--- src/hw/pwmu_pkg.sv ---
package pwmu_pkg;
  // Sizes
  localparam int NGEN  = 4;
  localparam int CNT_W = 16;
  localparam int EVT_W = 6;
  localparam int INT_W = 5;
  localparam int ADR_W = 12;

  // Global register byte offsets
  localparam logic [11:0] SYNC_OFS  = 12'h000;
  localparam logic [11:0] OUTEN_OFS = 12'h004;
  localparam logic [11:0] INV_OFS   = 12'h008;
  localparam logic [11:0] FSEL_OFS  = 12'h00c;
  localparam logic [11:0] RIS_OFS   = 12'h010;
  localparam logic [11:0] IEN_OFS   = 12'h014;
  localparam logic [11:0] ICLR_OFS  = 12'h018;
  localparam logic [11:0] MIS_OFS   = 12'h01c;

  // Generator windows: base plus stride times generator index
  localparam logic [11:0] GEN_BASE  = 12'h100;
  localparam logic [4:0]  GCTL_OFS  = 5'h00;
  localparam logic [4:0]  LOAD_OFS  = 5'h04;
  localparam logic [4:0]  CMPA_OFS  = 5'h08;
  localparam logic [4:0]  CMPB_OFS  = 5'h0c;
  localparam logic [4:0]  RISE_OFS  = 5'h10;
  localparam logic [4:0]  FALL_OFS  = 5'h14;
  localparam logic [4:0]  CNT_OFS   = 5'h18;
  localparam logic [4:0]  EVEN_OFS  = 5'h1c;

  // Generator control bits
  localparam int CTL_EN   = 0;
  localparam int CTL_UD   = 1;
  localparam int CTL_SYNC = 2;
  localparam int CTL_DB   = 3;

  // Event bits: zero, load, A up, A down, B up, B down
  localparam int EV_ZERO = 0;
  localparam int EV_LOAD = 1;
  localparam int EV_AU   = 2;
  localparam int EV_AD   = 3;
  localparam int EV_BU   = 4;
  localparam int EV_BD   = 5;
  localparam int TRG_POS = 8;

  // Interrupt status layout: generators in low bits, fault above
  localparam int INT_FAULT = 4;

  // Reset values
  localparam logic [3:0]  CTL_RST = 4'h0;
  localparam logic [15:0] VAL_RST = 16'h0000;
  localparam logic [7:0]  OUT_RST = 8'h00;
endpackage : pwmu_pkg

--- src/hw/pwmu_gen_if.sv ---
`timescale 1ns/1ns
`default_nettype none
interface pwmu_gen_if;
  logic                       enable;
  logic                       updown;
  logic                       db_en;
  logic                       upd_ok;
  logic [pwmu_pkg::CNT_W-1:0] load_pend;
  logic [pwmu_pkg::CNT_W-1:0] cmpa_pend;
  logic [pwmu_pkg::CNT_W-1:0] cmpb_pend;
  logic [pwmu_pkg::CNT_W-1:0] rise;
  logic [pwmu_pkg::CNT_W-1:0] fall;
  logic [pwmu_pkg::CNT_W-1:0] count;
  logic [pwmu_pkg::CNT_W-1:0] load_act;
  logic                       out_a;
  logic                       out_b;
  logic                       applied;
  logic [pwmu_pkg::EVT_W-1:0] events;

  modport ctl (output enable, updown, db_en, upd_ok, load_pend, cmpa_pend, cmpb_pend,
               rise, fall, input count, load_act, out_a, out_b, applied, events);
  modport gen (input enable, updown, db_en, upd_ok, load_pend, cmpa_pend, cmpb_pend,
               rise, fall, output count, load_act, out_a, out_b, applied, events);
endinterface : pwmu_gen_if
`default_nettype wire

--- src/hw/pwmu_generator.sv ---
`timescale 1ns/1ns
`default_nettype none
module pwmu_generator (
  // Clock and reset
  input wire logic clock,
  input wire logic rst_n,
  // Configuration in, state out
  pwmu_gen_if.gen  gif
);
  logic [pwmu_pkg::CNT_W-1:0] cnt_reg;
  logic [pwmu_pkg::CNT_W-1:0] load_reg;
  logic [pwmu_pkg::CNT_W-1:0] cmpa_reg;
  logic [pwmu_pkg::CNT_W-1:0] cmpb_reg;
  logic [pwmu_pkg::CNT_W-1:0] dcnt_reg;
  logic                       up_reg;
  logic                       a_prev_reg;
  logic                       out_a_reg;
  logic                       out_b_reg;
  logic                       applied_reg;
  logic [pwmu_pkg::CNT_W-1:0] load_next;
  logic                       at_zero;
  logic                       a_raw;
  logic                       b_raw;
  logic [pwmu_pkg::CNT_W-1:0] run_len;

  // Shadow values move in only at zero and when allowed
  assign at_zero   = gif.enable && (cnt_reg == pwmu_pkg::VAL_RST);
  assign load_next = gif.upd_ok ? gif.load_pend : load_reg;
  assign a_raw     = cnt_reg > cmpa_reg;
  assign b_raw     = cnt_reg > cmpb_reg;

  // Ticks the first raw output has held its level, zero on the edge itself
  assign run_len   = (a_raw != a_prev_reg) ? pwmu_pkg::VAL_RST : dcnt_reg;

  // Counter: holds while disabled, down or up/down otherwise
  always_ff @(posedge clock) begin
    if (!rst_n) begin
      cnt_reg <= pwmu_pkg::VAL_RST;
      up_reg  <= 1'h0;
    end else if (gif.enable) begin
      if (!gif.updown) begin
        up_reg  <= 1'h0;
        cnt_reg <= at_zero ? load_next : cnt_reg - 16'h0001;
      end else if (up_reg) begin
        if (cnt_reg >= load_reg) begin
          up_reg  <= 1'h0;
          cnt_reg <= cnt_reg - 16'h0001;
        end else begin
          cnt_reg <= cnt_reg + 16'h0001;
        end
      end else if (at_zero) begin
        if (load_next != pwmu_pkg::VAL_RST) begin
          up_reg  <= 1'h1;
          cnt_reg <= 16'h0001;
        end
      end else begin
        cnt_reg <= cnt_reg - 16'h0001;
      end
    end
  end

  // Active period and widths
  always_ff @(posedge clock) begin
    if (!rst_n) begin
      load_reg    <= pwmu_pkg::VAL_RST;
      cmpa_reg    <= pwmu_pkg::VAL_RST;
      cmpb_reg    <= pwmu_pkg::VAL_RST;
      applied_reg <= 1'h0;
    end else begin
      applied_reg <= at_zero && gif.upd_ok;
      if (at_zero && gif.upd_ok) begin
        load_reg <= gif.load_pend;
        cmpa_reg <= gif.cmpa_pend;
        cmpb_reg <= gif.cmpb_pend;
      end
    end
  end

  // Dead band: ticks since the last edge of the first output
  always_ff @(posedge clock) begin
    if (!rst_n) begin
      a_prev_reg <= 1'h0;
      dcnt_reg   <= pwmu_pkg::VAL_RST;
      out_a_reg  <= 1'h0;
      out_b_reg  <= 1'h0;
    end else begin
      a_prev_reg <= a_raw;
      if (a_raw != a_prev_reg) begin
        dcnt_reg <= 16'h0001;
      end else if (dcnt_reg != 16'hffff) begin
        dcnt_reg <= dcnt_reg + 16'h0001;
      end
      if (gif.db_en) begin
        out_a_reg <= a_raw && (run_len >= gif.rise);
        out_b_reg <= !a_raw && (run_len >= gif.fall);
      end else begin
        out_a_reg <= a_raw;
        out_b_reg <= b_raw;
      end
    end
  end

  // Events from counter and comparators
  assign gif.events[pwmu_pkg::EV_ZERO] = at_zero;
  assign gif.events[pwmu_pkg::EV_LOAD] = gif.enable && (cnt_reg == load_reg);
  assign gif.events[pwmu_pkg::EV_AU]   = gif.enable && up_reg && (cnt_reg == cmpa_reg);
  assign gif.events[pwmu_pkg::EV_AD]   = gif.enable && !up_reg && (cnt_reg == cmpa_reg);
  assign gif.events[pwmu_pkg::EV_BU]   = gif.enable && up_reg && (cnt_reg == cmpb_reg);
  assign gif.events[pwmu_pkg::EV_BD]   = gif.enable && !up_reg && (cnt_reg == cmpb_reg);
  assign gif.count    = cnt_reg;
  assign gif.load_act = load_reg;
  assign gif.out_a    = out_a_reg;
  assign gif.out_b    = out_b_reg;
  assign gif.applied  = applied_reg;
endmodule : pwmu_generator
`default_nettype wire

--- src/hw/pwmu_top.sv ---
// Our own choices: the APB interface to the registers and the address map.
`timescale 1ns/1ns
`default_nettype none
module pwmu_top #(
  parameter int NGEN = pwmu_pkg::NGEN
) (
  // Clock and reset
  input  wire logic                        clock,
  input  wire logic                        rst_n,
  // APB slave
  input  wire logic                        psel,
  input  wire logic                        penable,
  input  wire logic                        pwrite,
  input  wire logic [pwmu_pkg::ADR_W-1:0]  paddr,
  input  wire logic [31:0]                 pwdata,
  output logic      [31:0]                 prdata,
  output logic                             pready,
  output logic                             pslverr,
  // Fault pin
  input  wire logic                        fault_in,
  // Outputs to the power stage
  output logic      [2*NGEN-1:0]           pwm_out,
  output logic      [NGEN-1:0]             trig_out,
  output logic                             irq
);
  logic [31:0]                prdata_reg;
  logic                       pready_reg;
  logic                       pslverr_reg;
  logic [2*NGEN-1:0]          pwm_reg;
  logic [NGEN-1:0]            trig_reg;
  logic                       irq_reg;
  logic [2*NGEN-1:0]          outen_reg;
  logic [2*NGEN-1:0]          inv_reg;
  logic [2*NGEN-1:0]          fsel_reg;
  logic [pwmu_pkg::INT_W-1:0] ien_reg;
  logic [pwmu_pkg::INT_W-1:0] ris_reg;
  logic [NGEN-1:0]            syncp_reg;
  logic                       fault_s1_reg;
  logic                       fault_s2_reg;
  logic                       acc_ph;
  logic                       wr_fire;
  logic                       gen_region;
  logic [4:0]                 gofs;
  logic [31:0]                rdata_next;
  logic                       mapped;
  logic [2*NGEN-1:0]          raw_out;
  logic [NGEN-1:0]            gen_int;
  logic [NGEN-1:0]            gen_trg;
  logic [NGEN-1:0]            gen_applied;
  logic [pwmu_pkg::INT_W-1:0] int_set;
  logic [pwmu_pkg::INT_W-1:0] int_clr;
  logic [31:0]                gen_rd [NGEN];

  pwmu_gen_if gif [NGEN] ();

  // Bus phase decode; writes land at the edge that samples pready
  assign acc_ph     = psel && penable;
  assign wr_fire    = acc_ph && pready_reg && pwrite;
  assign gen_region = paddr[11:7] == pwmu_pkg::GEN_BASE[11:7];
  assign gofs       = paddr[4:0];

  // Per-generator registers, generator and event taps
  for (genvar k = 0; k < NGEN; k++) begin : g_gen
    logic [3:0]                 ctl_reg;
    logic [pwmu_pkg::CNT_W-1:0] load_reg;
    logic [pwmu_pkg::CNT_W-1:0] cmpa_reg;
    logic [pwmu_pkg::CNT_W-1:0] cmpb_reg;
    logic [pwmu_pkg::CNT_W-1:0] rise_reg;
    logic [pwmu_pkg::CNT_W-1:0] fall_reg;
    logic [pwmu_pkg::EVT_W-1:0] iev_reg;
    logic [pwmu_pkg::EVT_W-1:0] tev_reg;
    logic                       sel;

    assign sel = gen_region && (paddr[6:5] == 2'(k));

    // Software view of this generator
    always_ff @(posedge clock) begin
      if (!rst_n) begin
        ctl_reg  <= pwmu_pkg::CTL_RST;
        load_reg <= pwmu_pkg::VAL_RST;
        cmpa_reg <= pwmu_pkg::VAL_RST;
        cmpb_reg <= pwmu_pkg::VAL_RST;
        rise_reg <= pwmu_pkg::VAL_RST;
        fall_reg <= pwmu_pkg::VAL_RST;
        iev_reg  <= '0;
        tev_reg  <= '0;
      end else if (wr_fire && sel) begin
        unique case (gofs)
          pwmu_pkg::GCTL_OFS: ctl_reg  <= pwdata[3:0];
          pwmu_pkg::LOAD_OFS: load_reg <= pwdata[15:0];
          pwmu_pkg::CMPA_OFS: cmpa_reg <= pwdata[15:0];
          pwmu_pkg::CMPB_OFS: cmpb_reg <= pwdata[15:0];
          pwmu_pkg::RISE_OFS: rise_reg <= pwdata[15:0];
          pwmu_pkg::FALL_OFS: fall_reg <= pwdata[15:0];
          pwmu_pkg::EVEN_OFS: begin
            iev_reg <= pwdata[pwmu_pkg::EVT_W-1:0];
            tev_reg <= pwdata[pwmu_pkg::TRG_POS +: pwmu_pkg::EVT_W];
          end
          default: ;
        endcase
      end
    end

    // Configuration towards the generator
    assign gif[k].enable    = ctl_reg[pwmu_pkg::CTL_EN];
    assign gif[k].updown    = ctl_reg[pwmu_pkg::CTL_UD];
    assign gif[k].db_en     = ctl_reg[pwmu_pkg::CTL_DB];
    assign gif[k].upd_ok    = !ctl_reg[pwmu_pkg::CTL_SYNC] || syncp_reg[k];
    assign gif[k].load_pend = load_reg;
    assign gif[k].cmpa_pend = cmpa_reg;
    assign gif[k].cmpb_pend = cmpb_reg;
    assign gif[k].rise      = rise_reg;
    assign gif[k].fall      = fall_reg;

    pwmu_generator u_gen (
      .clock (clock),
      .rst_n (rst_n),
      .gif   (gif[k])
    );

    // Outputs 2k and 2k+1 belong to generator k
    assign raw_out[2*k]   = gif[k].out_a;
    assign raw_out[2*k+1] = gif[k].out_b;
    assign gen_int[k]     = |(gif[k].events & iev_reg);
    assign gen_trg[k]     = |(gif[k].events & tev_reg);
    assign gen_applied[k] = gif[k].applied;

    // Read view of this generator
    assign gen_rd[k] =
      (gofs == pwmu_pkg::GCTL_OFS) ? {28'h0000000, ctl_reg} :
      (gofs == pwmu_pkg::LOAD_OFS) ? {16'h0000, load_reg} :
      (gofs == pwmu_pkg::CMPA_OFS) ? {16'h0000, cmpa_reg} :
      (gofs == pwmu_pkg::CMPB_OFS) ? {16'h0000, cmpb_reg} :
      (gofs == pwmu_pkg::RISE_OFS) ? {16'h0000, rise_reg} :
      (gofs == pwmu_pkg::FALL_OFS) ? {16'h0000, fall_reg} :
      (gofs == pwmu_pkg::CNT_OFS)  ? {16'h0000, gif[k].count} :
      {18'h00000, tev_reg, 2'h0, iev_reg};

    // Counter holds while the generator is disabled
    a_hold_count: assert property (
      @(posedge clock) disable iff (!rst_n)
      !gif[k].enable |=> $stable(gif[k].count))
      else $error("Counter moved while disabled");

    // Down mode steps by one
    a_down_step: assert property (
      @(posedge clock) disable iff (!rst_n)
      gif[k].enable && !gif[k].updown && gif[k].count != 16'h0000
      |=> gif[k].count == $past(gif[k].count) - 16'h0001)
      else $error("Down count did not step by one");

    // Down mode reloads to the active period at zero
    a_down_wrap: assert property (
      @(posedge clock) disable iff (!rst_n)
      gif[k].enable && !gif[k].updown && gif[k].count == 16'h0000
      |=> gif[k].count == gif[k].load_act)
      else $error("Down count did not reload at zero");

    // Active period changes only from a zero count
    a_update_zero: assert property (
      @(posedge clock) disable iff (!rst_n)
      $changed(gif[k].load_act) |-> $past(gif[k].count) == 16'h0000 && $past(gif[k].enable))
      else $error("Period changed away from zero");

    // Sync mode holds the old period until the sync event
    a_sync_wait: assert property (
      @(posedge clock) disable iff (!rst_n)
      !gif[k].upd_ok |=> $stable(gif[k].load_act))
      else $error("Period applied without sync event");

    // Dead band pair is never high together
    a_db_overlap: assert property (
      @(posedge clock) disable iff (!rst_n)
      gif[k].db_en && $past(gif[k].db_en) |-> !(gif[k].out_a && gif[k].out_b))
      else $error("Dead band outputs overlap");

    // Trigger follows enabled events by one cycle
    a_trig_event: assert property (
      @(posedge clock) disable iff (!rst_n)
      gen_trg[k] |=> trig_out[k])
      else $error("Trigger missed an enabled event");

    c_updown_peak: cover property (
      @(posedge clock) disable iff (!rst_n)
      gif[k].updown && gif[k].events[pwmu_pkg::EV_LOAD] ##1 gif[k].events[pwmu_pkg::EV_AD]);
  end

  // Fault pin synchroniser
  always_ff @(posedge clock) begin
    if (!rst_n) begin
      fault_s1_reg <= 1'h0;
      fault_s2_reg <= 1'h0;
    end else begin
      fault_s1_reg <= fault_in;
      fault_s2_reg <= fault_s1_reg;
    end
  end

  // Global read mux and address map
  always_comb begin
    rdata_next = 32'h00000000;
    mapped     = paddr[1:0] == 2'h0;
    if (gen_region) begin
      rdata_next = gen_rd[paddr[6:5]];
    end else begin
      unique case (paddr)
        pwmu_pkg::SYNC_OFS:  rdata_next = {28'h0000000, syncp_reg};
        pwmu_pkg::OUTEN_OFS: rdata_next = {24'h000000, outen_reg};
        pwmu_pkg::INV_OFS:   rdata_next = {24'h000000, inv_reg};
        pwmu_pkg::FSEL_OFS:  rdata_next = {24'h000000, fsel_reg};
        pwmu_pkg::RIS_OFS:   rdata_next = {27'h0000000, ris_reg};
        pwmu_pkg::IEN_OFS:   rdata_next = {27'h0000000, ien_reg};
        pwmu_pkg::ICLR_OFS:  rdata_next = 32'h00000000;
        pwmu_pkg::MIS_OFS:   rdata_next = {27'h0000000, ris_reg & ien_reg};
        default:             mapped     = 1'h0;
      endcase
    end
  end

  // APB answer: one wait state, error on unmapped address
  always_ff @(posedge clock) begin
    if (!rst_n) begin
      pready_reg  <= 1'h0;
      pslverr_reg <= 1'h0;
      prdata_reg  <= 32'h00000000;
    end else begin
      pready_reg  <= acc_ph && !pready_reg;
      pslverr_reg <= acc_ph && !pready_reg && !mapped;
      prdata_reg  <= (acc_ph && !pready_reg && !pwrite && mapped) ? rdata_next : 32'h00000000;
    end
  end

  // Output control and interrupt enable registers
  always_ff @(posedge clock) begin
    if (!rst_n) begin
      outen_reg <= pwmu_pkg::OUT_RST;
      inv_reg   <= pwmu_pkg::OUT_RST;
      fsel_reg  <= pwmu_pkg::OUT_RST;
      ien_reg   <= '0;
    end else if (wr_fire && !gen_region) begin
      if (paddr == pwmu_pkg::OUTEN_OFS) outen_reg <= pwdata[2*NGEN-1:0];
      if (paddr == pwmu_pkg::INV_OFS)   inv_reg   <= pwdata[2*NGEN-1:0];
      if (paddr == pwmu_pkg::FSEL_OFS)  fsel_reg  <= pwdata[2*NGEN-1:0];
      if (paddr == pwmu_pkg::IEN_OFS)   ien_reg   <= pwdata[pwmu_pkg::INT_W-1:0];
    end
  end

  // Sync requests wait for the generator to apply at zero; a new request wins
  always_ff @(posedge clock) begin
    if (!rst_n) begin
      syncp_reg <= '0;
    end else begin
      syncp_reg <= (syncp_reg & ~gen_applied) |
                   ((wr_fire && paddr == pwmu_pkg::SYNC_OFS) ? pwdata[NGEN-1:0] : '0);
    end
  end

  // Sticky interrupt status, set beats clear
  assign int_set = {fault_s2_reg, gen_int};
  assign int_clr = (wr_fire && paddr == pwmu_pkg::ICLR_OFS) ? pwdata[pwmu_pkg::INT_W-1:0] : '0;

  always_ff @(posedge clock) begin
    if (!rst_n) begin
      ris_reg <= '0;
      irq_reg <= 1'h0;
    end else begin
      ris_reg <= (ris_reg & ~int_clr) | int_set;
      irq_reg <= |(ris_reg & ien_reg);
    end
  end

  // Polarity, fault blanking and pass gate per output
  always_ff @(posedge clock) begin
    if (!rst_n) begin
      pwm_reg  <= '0;
      trig_reg <= '0;
    end else begin
      pwm_reg  <= outen_reg & ~(fault_s2_reg ? fsel_reg : '0) & (raw_out ^ inv_reg);
      trig_reg <= gen_trg;
    end
  end

  assign prdata   = prdata_reg;
  assign pready   = pready_reg;
  assign pslverr  = pslverr_reg;
  assign pwm_out  = pwm_reg;
  assign trig_out = trig_reg;
  assign irq      = irq_reg;

  // Interrupt output follows the masked status
  a_irq_level: assert property (
    @(posedge clock) disable iff (!rst_n)
    (|(ris_reg & ien_reg)) |=> irq)
    else $error("Masked status set but no interrupt");

  // Blocked outputs stay low
  a_out_gate: assert property (
    @(posedge clock) disable iff (!rst_n)
    outen_reg == 8'h00 |=> pwm_out == 8'h00)
    else $error("Output passed while disabled");

  // Fault blanks the selected outputs one cycle on
  a_fault_gate: assert property (
    @(posedge clock) disable iff (!rst_n)
    fault_s2_reg |=> (pwm_out & $past(fsel_reg)) == 8'h00)
    else $error("Selected output passed during fault");

  // Interrupt drops once no enabled status bit is set
  a_irq_low: assert property (
    @(posedge clock) disable iff (!rst_n)
    !(|(ris_reg & ien_reg)) |=> !irq)
    else $error("Interrupt high with no masked status");

  c_irq_rise: cover property (@(posedge clock) disable iff (!rst_n) $rose(irq));
  c_fault_blank: cover property (@(posedge clock) disable iff (!rst_n)
    fault_s2_reg && fsel_reg != 8'h00);
  c_sync_apply: cover property (@(posedge clock) disable iff (!rst_n)
    |(syncp_reg & gen_applied));
endmodule : pwmu_top
`default_nettype wire

--- config.mk ---
export PLATFORM = sky130hd
export DESIGN_NAME = pwmu_top
export DESIGN_NICKNAME = d
export VERILOG_FILES = /design/src/hw/pwmu_pkg.sv /design/src/hw/pwmu_gen_if.sv /design/src/hw/pwmu_generator.sv /design/src/hw/pwmu_top.sv
export SDC_FILE = /design/constraint.sdc
export NUM_CORES = 2
export LEC_CHECK = 0
export ABC_AREA = 1
export BUFFER_PORTS_ARGS = -buffer_cell sky130_fd_sc_hd__buf_2
export CAP_MARGIN = 0
export CORE_ASPECT_RATIO = 0.75
export CORE_MARGIN = 4
export CORE_UTILIZATION = 40
export CTS_CLUSTER_SIZE = 25
export DETAILED_ROUTE_END_ITERATION = 10
export PLACE_DENSITY_LB_ADDON = 0.15
export SLEW_MARGIN = 0
export SYNTH_ARGS = -nofsm -noshare
export SYNTH_HDL_FRONTEND = slang
export SYNTH_SLANG_ARGS = --single-unit
--- constraint.sdc ---
create_clock -name clock -period 3.3 [get_ports clock]
set_clock_uncertainty 0.1 [all_clocks]
set_input_delay 0.495 -clock clock [delete_from_list [all_inputs] [get_ports clock]]
set_output_delay 0.495 -clock clock [all_outputs]
set_load 0.05 [all_outputs]
==> impl_metrics.env <==
export IMPL_global_route_usage_total_pct=29.1
export IMPL_coreArea_mm2=0.112
export IMPL_areaGrowthSynthToFinish_pct=17.6
export IMPL_crit_path_max_fanout=6
export IMPL_io_pins=97
export IMPL_cellInternalPower_uw=16200
export IMPL_clock_sinks=795
export IMPL_dp_final_hpwl_um=130000
export IMPL_gr_total_overflow=0
export IMPL_post_synth_inst_count=6459
export IMPL_yosysWarnings=0
export IMPL_cp_arrival_ps=3660
export IMPL_crit_reg2reg_launch="g_gen[2].u_gen.gif.count[9]"
export IMPL_timing_final_crit_share_pct=96.2
export IMPL_wl_per_cell_um=21.8
export IMPL_p_comb_share_pct=4.6
export IMPL_clkLatencyLatePin_ps=710
export IMPL_hold_viol=0
export IMPL_synth_edf_count=0
export IMPL_final_period_minus_worst_setup_slack_ps=3170
export IMPL_num_nets_final=7008
export IMPL_clkPwrFrac_pct=50.9
export IMPL_worst_setup_hold_path_clk_slew_ps=60
export IMPL_placementRows=106
export IMPL_vias=45500
export IMPL_first_pass_grt_wire_length_um=265000
export IMPL_worst_path_max_delay_cell="sky130_fd_sc_hd__dfxtp_1"
export IMPL_critical_path_cell_chain="ha_4 -> buf_4 -> nand3_2 -> nor3_2 -> buf_4 -> nand3b_1 -> nand2_2 -> nand2_2 -> nand2_4 -> nor2_1 -> buf_4 -> buf_4 -> ha_1 -> a21oi_2 -> nor2_2 -> a211oi_2 -> o221a_2 -> a21oi_1"
export IMPL_nFillCells=11400
export IMPL_critical_path_max_stage_delay_ps=350
export IMPL_syn_mean_instance_area_um2=7.06
export IMPL_route_detailed_drc=0
export IMPL_slew_viol_final=0
export IMPL_slew_headroom_pct=26.0
export IMPL_finalSetupViolCount=0
export IMPL_cts_tree="yes"
export IMPL_cts_max_path_buffers=3
export IMPL_die_x_um=398
export IMPL_max_slew_worst_pin_slew_ps=1100
export IMPL_maxCapViolations=0
export IMPL_path_class="reg2reg"
export IMPL_p_switching_uw=5370
export IMPL_reg2reg_depth=18
export IMPL_reg2reg_slack_ps=130
export IMPL_die_area_mm2=0.119
export IMPL_finalWeightedCongestion=0.972
export IMPL_async_reset_ff_share_pct=0
export IMPL_io_buffer_count=64
export IMPL_antenna_found_initial=9
export IMPL_critPathCaptureType="flip-flop"
export IMPL_largest_net_degree_at_the_start_of_global_routing=154
export IMPL_drt_iter0_drc=4814
export IMPL_synth_seq_area_share_pct=34.9
export IMPL_cp_common_cell="sky130_fd_sc_hd__buf_4"
export IMPL_antenna_left=0
export IMPL_crit_path_start_kind="flip-flop"
export IMPL_number_of_h_tree_levels=3
export IMPL_most_used_flip_flop_cell_after_synthesis="sky130_fd_sc_hd__dfxtp_1"
export IMPL_seq_power_share_pct=44.5
export IMPL_rsz_0062_raised_after_global_routing="yes"
export IMPL_power_per_cell_area_mw_per_mm2=403
export IMPL_share_of_post_route_cells_with_drive_strength_above_1_pct=12.9
export IMPL_critical_path_reg2reg_endpoint="g_gen[2].u_gen.gif.out_a"
export IMPL_max_freq_ghz=0.315
export IMPL_holdCritPathClass="in2reg"
export IMPL_max_vdd_ir_drop_mv=0.348
export IMPL_final_core_util_pct=47.7
export IMPL_worstHoldEndpoint="syncp_reg[3]"
export IMPL_power_switching_fraction_pct=24.8
export IMPL_hp_start="pwdata[3]"
export IMPL_clock_root_buffer="sky130_fd_sc_hd__clkbuf_16"
export IMPL_initial_core_util_pct=40.6
export IMPL_drtPass1Iterations=6
export IMPL_min_path_cells=3
export IMPL_worstPathRequired_ps=3790
export IMPL_seq_cells_post_synth=795
export IMPL_synth_cell_area_mm2=0.0456
export IMPL_hold_ws_ps=74.3
export IMPL_first_global_vias=41200
export IMPL_cts_made_buffers=90
export IMPL_routed_wirelength_um=180000
export IMPL_ys_types=62
export IMPL_avgViaCountPerCell=5.53
export IMPL_dieHeight_um=300
export IMPL_power_static_leakage_uw=0.0220
export IMPL_outcome="finished clean"
cell type report:
cell class              count  area [um^2]  share of cell area [%]
inverters                 765         2880                    5.37
diodes                      6         15.0                  0.0280
multi-input cells        4521        26100                    48.6
clock buffers             117         2490                    4.65
repair buffers            461         3670                    6.84
flip-flops and latches    795        15900                    29.7
clock inverters            47          683                    1.27
well taps                1512         1890                    3.53
worst max-delay path: cells and delay by family (launching register included):
family          cells  cell delay, ps
compound gates      4             610
buf+inv             4             540
simple gates        8             880
fa+ha+maj           2             570
flops               1             350
logic make-up (layout without fill, tap and decap cells):
kind of cell | Yosys count | after routing | synth area share, %
flip-flops | 795 | 795 | 34.9
other | 1 | 22 | 0.00823
XOR/XNOR | 126 | 126 | 2.42
AND/OR/NAND/NOR | 2128 | 2128 | 19.4
adder cells (fa/ha/maj) | 324 | 324 | 8.89
AO/OA/AOI/OAI | 1921 | 1921 | 24.3
buffers and inverters | 1158 | 1390 | 9.87
multiplexers | 6 | 6 | 0.132
worst max-delay path by stage:
stage / startpoint / cells past startpoint / end
after CTS: g_gen[2].u_gen.cmpa_reg[11] / 25 / g_gen[2].u_gen.gif.out_b
after floorplan: g_gen[0].u_gen.gif.count[10] / 19 / g_gen[0].u_gen.gif.out_b
after global placement: g_gen[1].u_gen.cmpa_reg[11] / 22 / g_gen[1].u_gen.gif.out_a
final: g_gen[2].u_gen.gif.count[9] / 18 / g_gen[2].u_gen.gif.out_a
after global routing: g_gen[2].u_gen.cmpa_reg[11] / 21 / g_gen[2].u_gen.gif.out_b
after detailed placement: g_gen[2].u_gen.cmpa_reg[11] / 23 / g_gen[2].u_gen.gif.out_b
power by group through the flow:
| stage | clock (uW) | sequential, uW | combinational [uW] |
|---|---|---|---|
| floorplan | 0 | 9840 | 521 |
| global placement | 0 | 9840 | 934 |
| detailed placement | 0 | 9840 | 939 |
| CTS | 11100 | 9630 | 945 |
| global route | 11600 | 9620 | 1050 |
| finish | 11000 | 9630 | 994 |
timing repair:
action | CTS | global route
buffers inserted | 0 | 8
hold buffers | 4 | 0
setup endpoints to repair | 8 | 9
cloned | 0 | 0
pin swaps | 6 | 71
resized for setup | 21 | 193
hold endpoints to repair | 4 | 0
cells in the mapped netlist, types with 6 or more instances:
cell type / instances / area, um^2
sky130_fd_sc_hd__a211oi_1: 337 / 2530
sky130_fd_sc_hd__dfxtp_1: 795 / 15900
sky130_fd_sc_hd__o21ai_0: 712 / 3560
sky130_fd_sc_hd__nand3_1: 245 / 1230
sky130_fd_sc_hd__buf_4: 17 / 128
sky130_fd_sc_hd__or2_2: 20 / 125
sky130_fd_sc_hd__nor4_1: 29 / 181
sky130_fd_sc_hd__nor2_1: 709 / 2660
sky130_fd_sc_hd__o21a_1: 11 / 82.6
sky130_fd_sc_hd__nand2_1: 951 / 3570
sky130_fd_sc_hd__a21oi_1: 632 / 3160
sky130_fd_sc_hd__xnor2_1: 14 / 123
sky130_fd_sc_hd__buf_2: 70 / 350
sky130_fd_sc_hd__o211ai_1: 53 / 398
sky130_fd_sc_hd__mux2i_1: 6 / 60.1
sky130_fd_sc_hd__o31ai_1: 8 / 60.1
sky130_fd_sc_hd__a31oi_1: 17 / 106
sky130_fd_sc_hd__nand4_1: 63 / 394
sky130_fd_sc_hd__o22ai_1: 52 / 325
sky130_fd_sc_hd__inv_1: 747 / 2800
sky130_fd_sc_hd__o221ai_1: 20 / 175
sky130_fd_sc_hd__o311ai_0: 18 / 158
sky130_fd_sc_hd__clkinv_1: 6 / 22.5
sky130_fd_sc_hd__buf_1: 14 / 52.6
sky130_fd_sc_hd__o221a_2: 6 / 67.6
sky130_fd_sc_hd__nor3_1: 72 / 360
sky130_fd_sc_hd__o21bai_1: 7 / 52.6
sky130_fd_sc_hd__nor3_2: 7 / 70.1
sky130_fd_sc_hd__a2111oi_0: 6 / 52.6
sky130_fd_sc_hd__xor2_1: 112 / 981
sky130_fd_sc_hd__inv_2: 12 / 45.0
sky130_fd_sc_hd__a221oi_1: 9 / 78.8
sky130_fd_sc_hd__nor2_2: 10 / 62.6
sky130_fd_sc_hd__clkbuf_1: 291 / 1090
sky130_fd_sc_hd__ha_1: 324 / 4050
layer usage:
metal  global-route usage (%)  routed length (um)
met5                    0.731                 119
met2                     39.7               70000
met4                     7.64                4510
met1                     44.0               85200
met3                     8.42               19800
per-stage QoR:
step                power (uW)  cell area [um^2]  TNS (ps)  cells  setup slack, ps
floorplan                10400             45600         0   6474              247
global placement         10800             49500      -212   8045            -75.7
detailed placement       10800             49500      -286   8045            -73.5
CTS                      21700             52800     -26.6   8213            -26.6
global route             22200             53600      -222   8218            -96.7
finish                   21600             53600         0   8224              126
cells in the final DEF, fill, tap and decap left out, types with 15 or more instances in the layout:
| master | Yosys | layout |
|---|---|---|
| sky130_fd_sc_hd__nand2_1 | 951 | 917 |
| sky130_fd_sc_hd__dfxtp_1 | 795 | 786 |
| sky130_fd_sc_hd__inv_1 | 747 | 722 |
| sky130_fd_sc_hd__o21ai_0 | 712 | 693 |
| sky130_fd_sc_hd__nor2_1 | 709 | 658 |
| sky130_fd_sc_hd__a21oi_1 | 632 | 619 |
| sky130_fd_sc_hd__buf_4 | 17 | 360 |
| sky130_fd_sc_hd__a211oi_1 | 337 | 331 |
| sky130_fd_sc_hd__ha_1 | 324 | 300 |
| sky130_fd_sc_hd__nand3_1 | 245 | 237 |
| sky130_fd_sc_hd__xor2_1 | 112 | 112 |
| sky130_fd_sc_hd__clkbuf_16 | 0 | 90 |
| sky130_fd_sc_hd__nor3_1 | 72 | 64 |
| sky130_fd_sc_hd__nand4_1 | 63 | 63 |
| sky130_fd_sc_hd__buf_2 | 70 | 63 |
| sky130_fd_sc_hd__o211ai_1 | 53 | 53 |
| sky130_fd_sc_hd__o22ai_1 | 52 | 52 |
| sky130_fd_sc_hd__nor2_2 | 10 | 46 |
| sky130_fd_sc_hd__inv_2 | 12 | 33 |
| sky130_fd_sc_hd__nand2_2 | 3 | 28 |
| sky130_fd_sc_hd__nor4_1 | 29 | 26 |
| sky130_fd_sc_hd__buf_12 | 0 | 25 |
| sky130_fd_sc_hd__ha_4 | 0 | 23 |
| sky130_fd_sc_hd__or2_2 | 20 | 20 |
| sky130_fd_sc_hd__o221ai_1 | 20 | 20 |
| sky130_fd_sc_hd__o311ai_0 | 18 | 18 |
| sky130_fd_sc_hd__a31oi_1 | 17 | 17 |
| sky130_fd_sc_hd__o21ai_1 | 3 | 17 |
| sky130_fd_sc_hd__nor2_4 | 1 | 16 |
| sky130_fd_sc_hd__conb_1 | 1 | 16 |
| sky130_fd_sc_hd__nor3_2 | 7 | 15 |
| sky130_fd_sc_hd__clkinv_2 | 0 | 15 |
(Power assumes the default switching activity.)
